$ cat src/hw/sgc_pkg.sv
// Package of constants for the global switch configuration register bank.
// Assumes an 8-bit register port addressed by 7-bit register index.
package sgc_pkg;
    // ----------------------------------------------------------------
    // Register offsets
    // ----------------------------------------------------------------
    localparam logic [6:0] ADDR_TEST_A     = 7'h09;
    localparam logic [6:0] ADDR_TEST_B     = 7'h0A;
    localparam logic [6:0] ADDR_CPU_CLK    = 7'h0B;
    localparam logic [6:0] ADDR_PRIO_LO    = 7'h0C;
    localparam logic [6:0] ADDR_PRIO_HI    = 7'h0D;
    localparam logic [6:0] ADDR_UNK_FWD    = 7'h0E;
    localparam logic [6:0] ADDR_PHY_BASE   = 7'h0F;
    localparam logic [6:0] ADDR_PORT_FIRST = 7'h10;
    localparam logic [6:0] ADDR_PORT_LAST  = 7'h5F;
    localparam logic [6:0] PORT_STRIDE     = 7'h10;
    localparam int         NUM_PORTS       = 3;
    localparam int         PORT_REGS       = 16;

    // ----------------------------------------------------------------
    // Reset values
    // ----------------------------------------------------------------
    localparam logic [7:0] RST_TEST_A      = 8'h24;
    localparam logic [7:0] RST_TEST_B      = 8'h35;
    localparam logic [1:0] RST_CPU_CLK_SEL = 2'h2;
    localparam logic [5:0] CPU_CLK_RSVD    = 6'h08;
    localparam logic [7:0] RST_PRIO_LO     = 8'h50;
    localparam logic [7:0] RST_PRIO_HI     = 8'hFA;
    localparam logic       RST_UNK_EN      = 1'b0;
    localparam logic       RST_DRIVE_HI    = 1'b1;
    localparam logic [2:0] RST_UNK_MASK    = 3'h7;
    localparam logic [4:0] RST_PHY_BASE    = 5'h01;
    localparam logic [4:0] PHY_BAD_HI_A    = 5'h1E;
    localparam logic [4:0] PHY_BAD_HI_B    = 5'h1F;
    localparam logic [4:0] PHY_BAD_LO      = 5'h00;

    // ----------------------------------------------------------------
    // Field positions
    // ----------------------------------------------------------------
    localparam int CLK_SEL_LSB   = 6;
    localparam int UNK_EN_BIT    = 7;
    localparam int DRIVE_BIT     = 6;
    localparam int PHY_BASE_LSB  = 3;

    // ----------------------------------------------------------------
    // CPU interface clock choices
    // ----------------------------------------------------------------
    typedef enum logic [1:0] {
        SGC_CLK_31M25 = 2'b00,
        SGC_CLK_62M5  = 2'b01,
        SGC_CLK_125M  = 2'b10,
        SGC_CLK_RSVD  = 2'b11
    } sgc_clk_sel_t;
endpackage

$ cat src/hw/sgc_port_bank.sv
// Per-port control register bank: identical layout for every port.
// Assumes the parent decodes port and local index from the address.
module sgc_port_bank (
    input  wire logic       i_sys_clk,
    input  wire logic       i_rst_n,
    input  wire logic       i_ce,
    input  wire logic       i_wr,
    input  wire logic [1:0] i_port,
    input  wire logic [3:0] i_idx,
    input  wire logic [7:0] i_wdata,
    output logic      [7:0] o_rdata
);
    typedef struct packed {
        logic [sgc_pkg::NUM_PORTS*sgc_pkg::PORT_REGS-1:0][7:0] mem;
    } sgc_bank_state_t;

    sgc_bank_state_t st_q;
    sgc_bank_state_t st_d;
    logic [5:0]      slot;

    // Flat index, ports laid out one after another
    assign slot = 6'(i_port) * 6'd16 + 6'(i_idx);

    always_comb begin
        st_d = st_q;
        if (i_ce && i_wr && i_port < 2'(sgc_pkg::NUM_PORTS)) begin
            st_d.mem[slot] = i_wdata;
        end
    end

    // Read is combinational; parent registers it
    assign o_rdata = (i_port < 2'(sgc_pkg::NUM_PORTS)) ? st_q.mem[slot] : 8'h00;

    always_ff @(posedge i_sys_clk or negedge i_rst_n) begin
        if (!i_rst_n) begin
            st_q <= '0;
        end else begin
            st_q <= st_d;
        end
    end
endmodule

$ cat src/hw/sgc_global_regs.sv
// Global configuration register bank of a three-port switch.
// Assumes a synchronous register port on i_sys_clk; classifier inputs same clock.
//
// Function
// Clock select 00/01/10 picks 31.25/62.5/125MHz interface clock; reset 10.
// Software should pick 31.25MHz when high serial rate is unneeded.
// Tagged frame priority is the mapping entry indexed by its three-bit tag.
// Tags 0-3 in 0x0C pairs, tags 4-7 in 0x0D; reset 0,0,1,1,2,2,3,3.
// Enable bit 7 sends unknown-destination frames only to masked ports.
// Mask bit2 port3, bit1 port2, bit0 port1; one includes; reset 111.
// PHY base bits 7-3 set port 1 PHY address; 0,30,31 invalid; reset 1.
// Port 2 PHY answers at base address plus one.
// Two factory-test bytes read-only, 0x24 and 0x35.
// Clock register low bits read fixed 00,10,0,0; writes ignore them.
// Per-port control registers share layout, within addresses 16 to 95.
// Port control sets spaced 16 apart: 0x10, 0x20, 0x30.
// Configuration writes affect later frames at once, no reset needed.
module sgc_global_regs (
    input  wire logic       i_sys_clk,
    input  wire logic       i_rst_n,
    input  wire logic       i_ce,
    // Register port
    input  wire logic [6:0] i_addr,
    input  wire logic [7:0] i_wdata,
    input  wire logic       i_wr,
    input  wire logic       i_rd,
    output logic      [7:0] o_rdata,
    // Priority lookup
    input  wire logic       i_tag_valid,
    input  wire logic [2:0] i_tag_pcp,
    output logic            o_prio_valid,
    output logic      [1:0] o_prio,
    // Unknown-destination forwarding
    input  wire logic       i_unk_valid,
    input  wire logic [2:0] i_unk_default_ports,
    output logic            o_unk_valid,
    output logic      [2:0] o_unk_ports,
    // PHY management address match
    input  wire logic       i_mgmt_valid,
    input  wire logic [4:0] i_mgmt_phy_addr,
    output logic            o_mgmt_hit_port1,
    output logic            o_mgmt_hit_port2,
    // Static outputs
    output logic      [1:0] o_cpu_clk_sel,
    output logic            o_pad_drive_high,
    output logic            o_phy_base_valid
);
    // ----------------------------------------------------------------
    // State
    // ----------------------------------------------------------------
    typedef struct packed {
        logic [1:0] clk_sel;
        logic [7:0] prio_lo;
        logic [7:0] prio_hi;
        logic       unk_en;
        logic       drive_hi;
        logic [2:0] unk_mask;
        logic [4:0] phy_base;
        logic [7:0] rdata;
        logic       prio_valid;
        logic [1:0] prio;
        logic       unk_valid;
        logic [2:0] unk_ports;
        logic       hit1;
        logic       hit2;
    } sgc_state_t;

    sgc_state_t st_q;
    sgc_state_t st_d;

    // ----------------------------------------------------------------
    // Decode helpers
    // ----------------------------------------------------------------
    function automatic logic is_port_addr(input logic [6:0] a);
        return a >= sgc_pkg::ADDR_PORT_FIRST && a <= sgc_pkg::ADDR_PORT_LAST;
    endfunction

    function automatic logic [1:0] prio_entry(input logic [15:0] map, input logic [2:0] tag);
        return map[{tag, 1'b0} +: 2];
    endfunction

    function automatic logic phy_ok(input logic [4:0] a);
        return a != sgc_pkg::PHY_BAD_LO && a != sgc_pkg::PHY_BAD_HI_A
            && a != sgc_pkg::PHY_BAD_HI_B;
    endfunction

    // ----------------------------------------------------------------
    // Per-port bank
    // ----------------------------------------------------------------
    logic [6:0] port_off;
    logic [1:0] port_num;
    logic [7:0] port_rdata;
    logic       port_sel;

    assign port_sel = is_port_addr(i_addr);
    assign port_off = i_addr - sgc_pkg::ADDR_PORT_FIRST;
    assign port_num = port_off[5:4];

    sgc_port_bank u_port_bank (
        .i_sys_clk (i_sys_clk),
        .i_rst_n   (i_rst_n),
        .i_ce      (i_ce),
        .i_wr      (i_wr && port_sel),
        .i_port    (port_num),
        .i_idx     (port_off[3:0]),
        .i_wdata   (i_wdata),
        .o_rdata   (port_rdata)
    );

    // ----------------------------------------------------------------
    // Next state
    // ----------------------------------------------------------------
    logic [15:0] prio_map;
    logic [4:0]  phy_next;

    always_comb begin
        st_d     = st_q;
        prio_map = {st_q.prio_hi, st_q.prio_lo};
        phy_next = st_q.phy_base + 5'h01;

        // Writes; test bytes and reserved bits are not writable
        if (i_wr) begin
            case (i_addr)
                sgc_pkg::ADDR_CPU_CLK: begin
                    st_d.clk_sel = i_wdata[sgc_pkg::CLK_SEL_LSB +: 2];
                end
                sgc_pkg::ADDR_PRIO_LO: begin
                    st_d.prio_lo = i_wdata;
                end
                sgc_pkg::ADDR_PRIO_HI: begin
                    st_d.prio_hi = i_wdata;
                end
                sgc_pkg::ADDR_UNK_FWD: begin
                    st_d.unk_en   = i_wdata[sgc_pkg::UNK_EN_BIT];
                    st_d.drive_hi = i_wdata[sgc_pkg::DRIVE_BIT];
                    st_d.unk_mask = i_wdata[2:0];
                end
                sgc_pkg::ADDR_PHY_BASE: begin
                    st_d.phy_base = i_wdata[sgc_pkg::PHY_BASE_LSB +: 5];
                end
                default: begin
                end
            endcase
        end

        // Reads: data stand in the next cycle only
        st_d.rdata = 8'h00;
        if (i_rd) begin
            case (i_addr)
                sgc_pkg::ADDR_TEST_A:   st_d.rdata = sgc_pkg::RST_TEST_A;
                sgc_pkg::ADDR_TEST_B:   st_d.rdata = sgc_pkg::RST_TEST_B;
                sgc_pkg::ADDR_CPU_CLK:  st_d.rdata = {st_q.clk_sel, sgc_pkg::CPU_CLK_RSVD};
                sgc_pkg::ADDR_PRIO_LO:  st_d.rdata = st_q.prio_lo;
                sgc_pkg::ADDR_PRIO_HI:  st_d.rdata = st_q.prio_hi;
                sgc_pkg::ADDR_UNK_FWD:  st_d.rdata = {st_q.unk_en, st_q.drive_hi, 3'h0,
                                                      st_q.unk_mask};
                sgc_pkg::ADDR_PHY_BASE: st_d.rdata = {st_q.phy_base, 3'h0};
                default: begin
                    if (port_sel) begin
                        st_d.rdata = port_rdata;
                    end
                end
            endcase
        end

        // Frame classification uses current settings
        st_d.prio_valid = i_tag_valid;
        st_d.prio       = prio_entry(prio_map, i_tag_pcp);

        // Unknown destination: mask only when enabled
        st_d.unk_valid = i_unk_valid;
        st_d.unk_ports = st_q.unk_en ? st_q.unk_mask : i_unk_default_ports;

        // Invalid base codes answer nothing
        st_d.hit1 = i_mgmt_valid && phy_ok(st_q.phy_base)
                    && i_mgmt_phy_addr == st_q.phy_base;
        st_d.hit2 = i_mgmt_valid && phy_ok(st_q.phy_base)
                    && i_mgmt_phy_addr == phy_next;
    end

    // ----------------------------------------------------------------
    // Registers
    // ----------------------------------------------------------------
    always_ff @(posedge i_sys_clk or negedge i_rst_n) begin
        if (!i_rst_n) begin
            st_q          <= '0;
            st_q.clk_sel  <= sgc_pkg::RST_CPU_CLK_SEL;
            st_q.prio_lo  <= sgc_pkg::RST_PRIO_LO;
            st_q.prio_hi  <= sgc_pkg::RST_PRIO_HI;
            st_q.unk_en   <= sgc_pkg::RST_UNK_EN;
            st_q.drive_hi <= sgc_pkg::RST_DRIVE_HI;
            st_q.unk_mask <= sgc_pkg::RST_UNK_MASK;
            st_q.phy_base <= sgc_pkg::RST_PHY_BASE;
        end else if (i_ce) begin
            st_q <= st_d;
        end
    end

    // ----------------------------------------------------------------
    // Outputs
    // ----------------------------------------------------------------
    assign o_rdata          = st_q.rdata;
    assign o_prio_valid     = st_q.prio_valid;
    assign o_prio           = st_q.prio;
    assign o_unk_valid      = st_q.unk_valid;
    assign o_unk_ports      = st_q.unk_ports;
    assign o_mgmt_hit_port1 = st_q.hit1;
    assign o_mgmt_hit_port2 = st_q.hit2;
    assign o_cpu_clk_sel    = st_q.clk_sel;
    assign o_pad_drive_high = st_q.drive_hi;
    assign o_phy_base_valid = phy_ok(st_q.phy_base);
endmodule

$ cat config.mk
export PLATFORM = sky130hd
export DESIGN_NAME = sgc_global_regs
export DESIGN_NICKNAME = d
export VERILOG_FILES = /design/src/hw/sgc_pkg.sv /design/src/hw/sgc_port_bank.sv /design/src/hw/sgc_global_regs.sv
export SDC_FILE = /design/constraint.sdc
export NUM_CORES = 1
export LEC_CHECK = 0
export BUFFER_PORTS_ARGS = -buffer_cell sky130_fd_sc_hd__buf_4
export CAP_MARGIN = 5
export CORE_MARGIN = 2
export CORE_UTILIZATION = 30
export DETAILED_ROUTE_END_ITERATION = 6
export HOLD_SLACK_MARGIN = 0.1
export SYNTH_ARGS = -nofsm -noshare
export SYNTH_HDL_FRONTEND = slang
export SYNTH_SLANG_ARGS = --single-unit
$ cat constraint.sdc
create_clock -name i_sys_clk -period 2.4 [get_ports i_sys_clk]
set_input_delay 0.24 -clock i_sys_clk [delete_from_list [all_inputs] [get_ports i_sys_clk]]
set_output_delay 0.24 -clock i_sys_clk [all_outputs]
set_load 0.05 [all_outputs]
==> flow_summary_export.csv, run 1 <==
group,metric,value,unit
min_path,min_path_type,"input pin to flop",
die,die-area,70620,sq um
outcome,status,"complete, no violations",
critical_path,reg2reg_depth,6,
global_route,track_usage,17.49,%
clocking,h-tree-depth,2,
drt,routedWlPerCell,23.62,microns
placement,dp.cells,2483,
final_layout,syn2layout_area_growth,27.07,%
critical_path,worstSetupEndpointType,"output pin",
synth,ys_seq_elements,429,
drt,vias,13470,
synth,postSynth.asyncResetShare,100.0,%
synth,ys_seq_area_share,52.32,%
final_layout,diodes,0,
synth,ys.flop_type,"dfrtp_1",
timing,worst_pin_slew,0.7315,ns
power_and_ir_drop,p_comb_share,11.2,%
final_layout,drive_gt1_share,52.02,%
power_and_ir_drop,swShare,24.62,%
clocking,cts_made_buffers,47,
timing,rsz0062_at_grt,"no",
synth,netlist_area,20550,sq um
synth,yosysMostFrequentCell,"mux2_2",
clocking,cts_root_buf,"clkbuf_16",
synth,netlist_instances,1489,
final_layout,fin_util,38.68,%
timing,fin_crit,2.240,ns
drt,drc,0,
global_route,grt_pass1_wl,94.36,mm
critical_path,critPathLaunchType,"flop",
timing,setup_slack,0.1605,ns
clocking,cts_buffer_depth,3,
synth,yosysUniqueCellTypes,62,
placement,gp_congestion,0.8987,
synth,yosys-top-cells-count,"mux2_2 (440), dfrtp_1 (415), clkbuf_1 (68)",
flow_run,maxCapViolCount,0,
power_and_ir_drop,p_int,12.98,mW
power_and_ir_drop,pwr_density_cell,659.5,nW/um^2
timing,holdWs,0.1210,ns
global_route,grt_overflow_total,0,
die,die_w,265.7,microns
synth,syn_area_per_cell,13.80,sq um
synth,netlist.area_leader.share,50.53,%
die,die_y,265.7,microns
placement,place_hpwl,40.89,mm
clocking,cts_tree,"done",
critical_path,arrival,2.00,ns
clocking,cts_sinks,429,
die,coreArea,67510,sq um
drt,drt-pass1-iter-count,5,
critical_path,critPathSlowestCell,"dfstp_2",
global_route,grt_max_degree,78,
power_and_ir_drop,ir_drop,0.0005305,V
timing,drv_slew,0,
global_route,grt_pass1_vias,14580,
drt,drtAntennaViolNets,0,
global_route,antenna_found_initial,0,
min_path,worstHoldPathCells,6,
power_and_ir_drop,netSwitchingPower,4.241,mW
placement,io_buffers,54,
final_layout,nNetsFinal,1710,
synth,yosysWarnings,0,
drt,drt_iter0_drc,1149,
power_and_ir_drop,leakage,11.81,nW
timing,max_freq,0.4465,GHz
clocking,clock_latency,0.58,ns
clocking,post_cts_resized,0,
timing,slew_headroom,51.11,%
final_layout,fin_cells,2578,
timing,final_hold_viol_count,0,
drt,postRouteWirelength,60.90,mm
critical_path,slowest_delay,0.56,ns
critical_path,required,2.16,ns
drt,via_per_inst,5.225,
critical_path,critPathKind,"flop to output pin",
clocking,clk_pin_slew_worst_paths,0.06,ns
die,rows,95,
critical_path,cp_cell_sequence,"inv_1, ha_1, nand4_1, o21ai_0, nor2_1, buf_4",
power_and_ir_drop,clkPwrFrac,43.3,%
placement,pre_cts_slack,-0.2929,ns
synth,yosysTopAreaCell,"dfrtp_1",
synth,synth_area_leaders,"dfrtp_1 (51%), mux2_2 (24%), mux4_2 (6.2%)",
synth,synth_edf_count,0,
synth,synth.net_count,1531,
critical_path,worstPathMaxFanout,4,
timing,fin_worst_skew,0.01447,ns
timing,finalCritPeriodShare,93.31,%
timing,setup_viol,0,
die,io_pins,55,
power_and_ir_drop,share_seq_of_total_power,45.5,%
die,start_util,30.44,%
worst paths after layout:
| check | startpoint | end | slack [ns] |
|---|---|---|---|
| min reg2reg | u_port_bank.st_q[95] | u_port_bank.st_q[95] | 0.49 |
| min in group asynchronous | i_rst_n | u_port_bank.st_q[306] | 0.20 |
| min | i_mgmt_phy_addr[1] | o_mgmt_hit_port1 | 0.12 |
| max reg2reg | u_port_bank.st_q[241] | o_rdata[1] | 0.18 |
| max in group asynchronous | i_rst_n | u_port_bank.st_q[117] | 1.37 |
| max | st_q[17] | o_phy_base_valid | 0.16 |
state kept, by name, summed over array words and instances (netlist names):
register / flops
u_port_bank.st_q: 384
prio_map: 16
st_q: 9
o_rdata: 8
o_unk_ports: 3
o_cpu_clk_sel: 2
o_prio: 2
o_mgmt_hit_port1: 1
o_mgmt_hit_port2: 1
o_pad_drive_high: 1
o_prio_valid: 1
o_unk_valid: 1
placed cells by master (no fill, tap or decap), types with 8 or more instances in the layout:
cell type	instances
dfrtp_1	415
mux2_2	263
buf_4	180
mux2_4	177
nand2_1	66
mux4_2	57
buf_12	53
clkbuf_16	49
nor2_4	46
mux2i_1	37
a21oi_1	35
nor2_1	33
o21ai_0	21
a221oi_1	19
a22oi_1	17
nand3_1	14
clkbuf_8	14
dfstp_2	14
inv_1	10
nor2b_1	10
clkbuf_1	10
clkinv_2	8
dlygate4sd3_1	8
critical path, delay by kind of cell (launching register included):
kind            cells  cell delay (ns)
compound gates      1             0.08
flops               1             0.56
fa+ha+maj           1             0.21
simple gates        2             0.25
buf+inv             2             0.33
cell type report:
class	instances	area, sq um
clock buffer	73	1456
clock inverter	13	147.6
fill	6307	41400
inverter	12	46.29
multi-input combinational	935	10100
sequential	429	10750
tap	873	1092
timing repair buffer	243	2519
power groups by stage:
| stage | combinational (mW) | clock, mW | sequential, mW |
|---|---|---|---|
| 2_1_floorplan | 1.13 | 0 | 7.89 |
| 3_3_place_gp | 1.88 | 0 | 7.94 |
| 3_5_place_dp | 1.92 | 0 | 7.96 |
| 4_1_cts | 1.93 | 7.63 | 7.83 |
| 5_1_grt | 2.06 | 7.89 | 7.88 |
| 6_report | 1.93 | 7.46 | 7.84 |
layer usage:
| layer | track usage [%] | vias to the layer above | part of all wire, % |
|---|---|---|---|
| met1 | 24.68 | 7154 | 46 |
| met5 | 0 | - | 0 |
| met2 | 27.38 | 367 | 46 |
| li1 | - | 5845 | - |
| met4 | 5.557 | 0 | 2.9 |
| met3 | 2.976 | 104 | 5.0 |
stage by stage:
stage               TNS, ns  power [mW]  instance area, sq um
finish                    0       17.22                 26120
global route              0       17.83                 26120
CTS                       0       17.40                 26110
detailed placement   -65.84       9.876                 24420
global placement     -51.68       9.823                 24420
floorplan            -83.58       9.016                 21420
logic make-up (layout without fill, tap and decap cells):
logic type / count (synthesis) / in the layout / synth area share (%)
AOI/OAI and AO/OA: 172 / 172 / 6.106
xor gates and xnor gates: 9 / 9 / 0.3835
muxes: 535 / 535 / 32.21
buffers and inverters: 125 / 341 / 2.660
adders and majority gates: 8 / 8 / 0.4871
DFF: 429 / 429 / 52.32
and+or+nand+nor: 211 / 211 / 5.832
repair_timing:
| action | CTS | global route |
|---|---|---|
| hold buffers | 8 | 0 |
| buffers inserted | 0 | 1 |
| setup endpoints to repair | 0 | 1 |
| hold endpoints to repair | 253 | 0 |
Note: power is estimated with default switching activity, not from simulation.
==> run 2, diff against run 1 <==
==> constraint.sdc (replaced) <==
create_clock -name i_sys_clk -period 2.8 [get_ports i_sys_clk]
set_input_delay 0.28 -clock i_sys_clk [delete_from_list [all_inputs] [get_ports i_sys_clk]]
set_output_delay 0.28 -clock i_sys_clk [all_outputs]
set_load 0.05 [all_outputs]
==> flow_summary_export.csv, run 2 (same netlist as run 1, synthesis figures left out) <==
group,metric,value,unit
timing,holdWs,0.2193,ns
placement,io_buffers,54,
drt,via_per_inst,5.271,
final_layout,layout_common_cells,"mux2_2 (440), dfrtp_1 (415), buf_4 (134)",
clocking,cts_buffer_depth,3,
final_layout,diodes,0,
drt,drc,0,
critical_path,required,3.34,ns
final_layout,largest_register_ffs,384,
drt,drt_iter0_drc,1013,
clocking,h-tree-depth,2,
final_layout,max_flop_register,"u_port_bank.st_q",
timing,fin_worst_skew,0.03083,ns
drt,drt-pass1-iter-count,5,
global_route,antenna_found_initial,0,
clocking,cts_root_buf,"clkbuf_16",
timing,finalCritPeriodShare,93.83,%
critical_path,reg2reg_depth,9,
timing,setup_viol,0,
timing,max_freq,0.3806,GHz
critical_path,worstPathMaxFanout,4,
placement,dp.cells,2430,
global_route,grt_pass1_vias,14180,
final_layout,fin_cells,2527,
timing,slew_headroom,23.40,%
clocking,cts_made_buffers,47,
critical_path,critPathKind,"flop to flop",
timing,rsz0062_at_grt,"no",
die,coreArea,67510,sq um
global_route,track_usage,16.92,%
global_route,grt_max_degree,88,
placement,gp_congestion,0.8586,
final_layout,nNetsFinal,1659,
drt,vias,13320,
timing,final_hold_viol_count,0,
final_layout,drive_gt1_share,49.64,%
placement,pre_cts_slack,-0.1560,ns
critical_path,worstSetupEndpointType,"flop",
timing,setup_slack,0.1726,ns
power_and_ir_drop,pwr_density_cell,585.2,nW/um^2
power_and_ir_drop,leakage,11.29,nW
global_route,grt_pass1_wl,91.34,mm
drt,drtAntennaViolNets,0,
placement,place_hpwl,38.98,mm
min_path,worstHoldPathCells,6,
die,die-area,70620,sq um
timing,final.setup.tns,0,ns
critical_path,arrival,3.16,ns
critical_path,rr_endpoint,"o_mgmt_hit_port1",
critical_path,critPathLaunchType,"flop",
final_layout,final_common_cell,"mux2_2",
power_and_ir_drop,ir_drop,0.0003640,V
die,io_pins,55,
outcome,status,"complete, no violations",
clocking,cts_tree,"done",
global_route,grt_overflow_total,0,
min_path,min_path_type,"input pin to flop",
die,die_y,265.7,microns
min_path,hp-start,"i_mgmt_phy_addr[0]",
critical_path,reg2reg_from,"st_q[17]",
drt,routedWlPerCell,23.42,microns
timing,worst_pin_slew,1.120,ns
final_layout,stdcell_area,24750,sq um
clocking,cts_sinks,429,
drt,postRouteWirelength,59.17,mm
clocking,clock_latency,0.61,ns
die,die_w,265.7,microns
power_and_ir_drop,power,14.48,mW
timing,drv_slew,0,
min_path,whs_endpoint,"o_mgmt_hit_port2",
clocking,clk_pin_slew_worst_paths,0.06,ns
final_layout,fin_util,36.66,%
timing,fin_crit,2.627,ns
die,rows,95,
critical_path,r2r_setup_slack,0.17,ns
final_layout,syn2layout_area_growth,20.42,%
die,start_util,30.44,%
placement,placed_cell_area,23080,sq um
flow_run,maxCapViolCount,0,
## run 2: cell types whose count changed in the layout (fill, tap and decap cells not counted), moves of 5 or more
cell,delta
mux2_4,-177
buf_12,-8
nor2_4,-22
clkbuf_1,+5
nand3_4,-6
mux2_2,+177
buf_4,-46
nand3_2,+6
nor2_2,+21
## run 2: layer usage
| layer | vias to the layer above | track usage [%] | part of all wire [%] |
|---|---|---|---|
| li1 | 5761 | - | - |
| met1 | 7069 | 23.60 | 45 |
| met2 | 399 | 27.02 | 47 |
| met3 | 90 | 3.022 | 6.0 |
| met4 | 0 | 4.692 | 2.2 |
| met5 | - | 0 | 0 |
## run 2: worst max path at each step
stage                          from               endpoint  slack, ns  cells after the start
after floorplan           i_addr[4]  u_port_bank.st_q[143]       0.06                      7
after global placement    i_addr[0]             o_rdata[5]      -0.14                      9
after detailed placement  i_addr[0]             o_rdata[5]      -0.16                      9
after CTS                  st_q[18]       o_mgmt_hit_port1       0.21                      8
after global routing       st_q[17]       o_mgmt_hit_port1       0.06                      9
final                      st_q[17]       o_mgmt_hit_port1       0.17                      9
## run 2: power breakdown
| group | switching, mW | internal [mW] |
|---|---|---|
| logic | 0.857 | 0.635 |
| registers | 0.176 | 6.53 |
| clock network | 2.58 | 3.71 |
## run 2: critical path: stages, from the launching register on
cell	delay, ns
dfstp_2	0.55
inv_1	0.11
ha_1	0.21
nand4_1	0.07
o21ai_0	0.08
nor2_1	0.22
nand4_1	0.11
dlygate4sd3_1	0.56
o21ai_0	0.07
dlygate4sd3_1	0.57
## run 2: final cells by class
type / instances / area (sq um)
clock buffers: 77 / 1450
clock inverters: 9 / 113.9
fillers: 6405 / 42760
inverters: 12 / 45.04
multi-input cells: 935 / 9253
flip-flops and latches: 429 / 10750
well taps: 873 / 1092
repair buffers: 192 / 2043
## run 2: repair_timing
| action | in CTS | in global routing |
|---|---|---|
| buffers inserted | 0 | 0 |
| hold buffers | 11 | 0 |
| endpoints found under the hold margin | 73 | 0 |
| resized for setup | 0 | 0 |
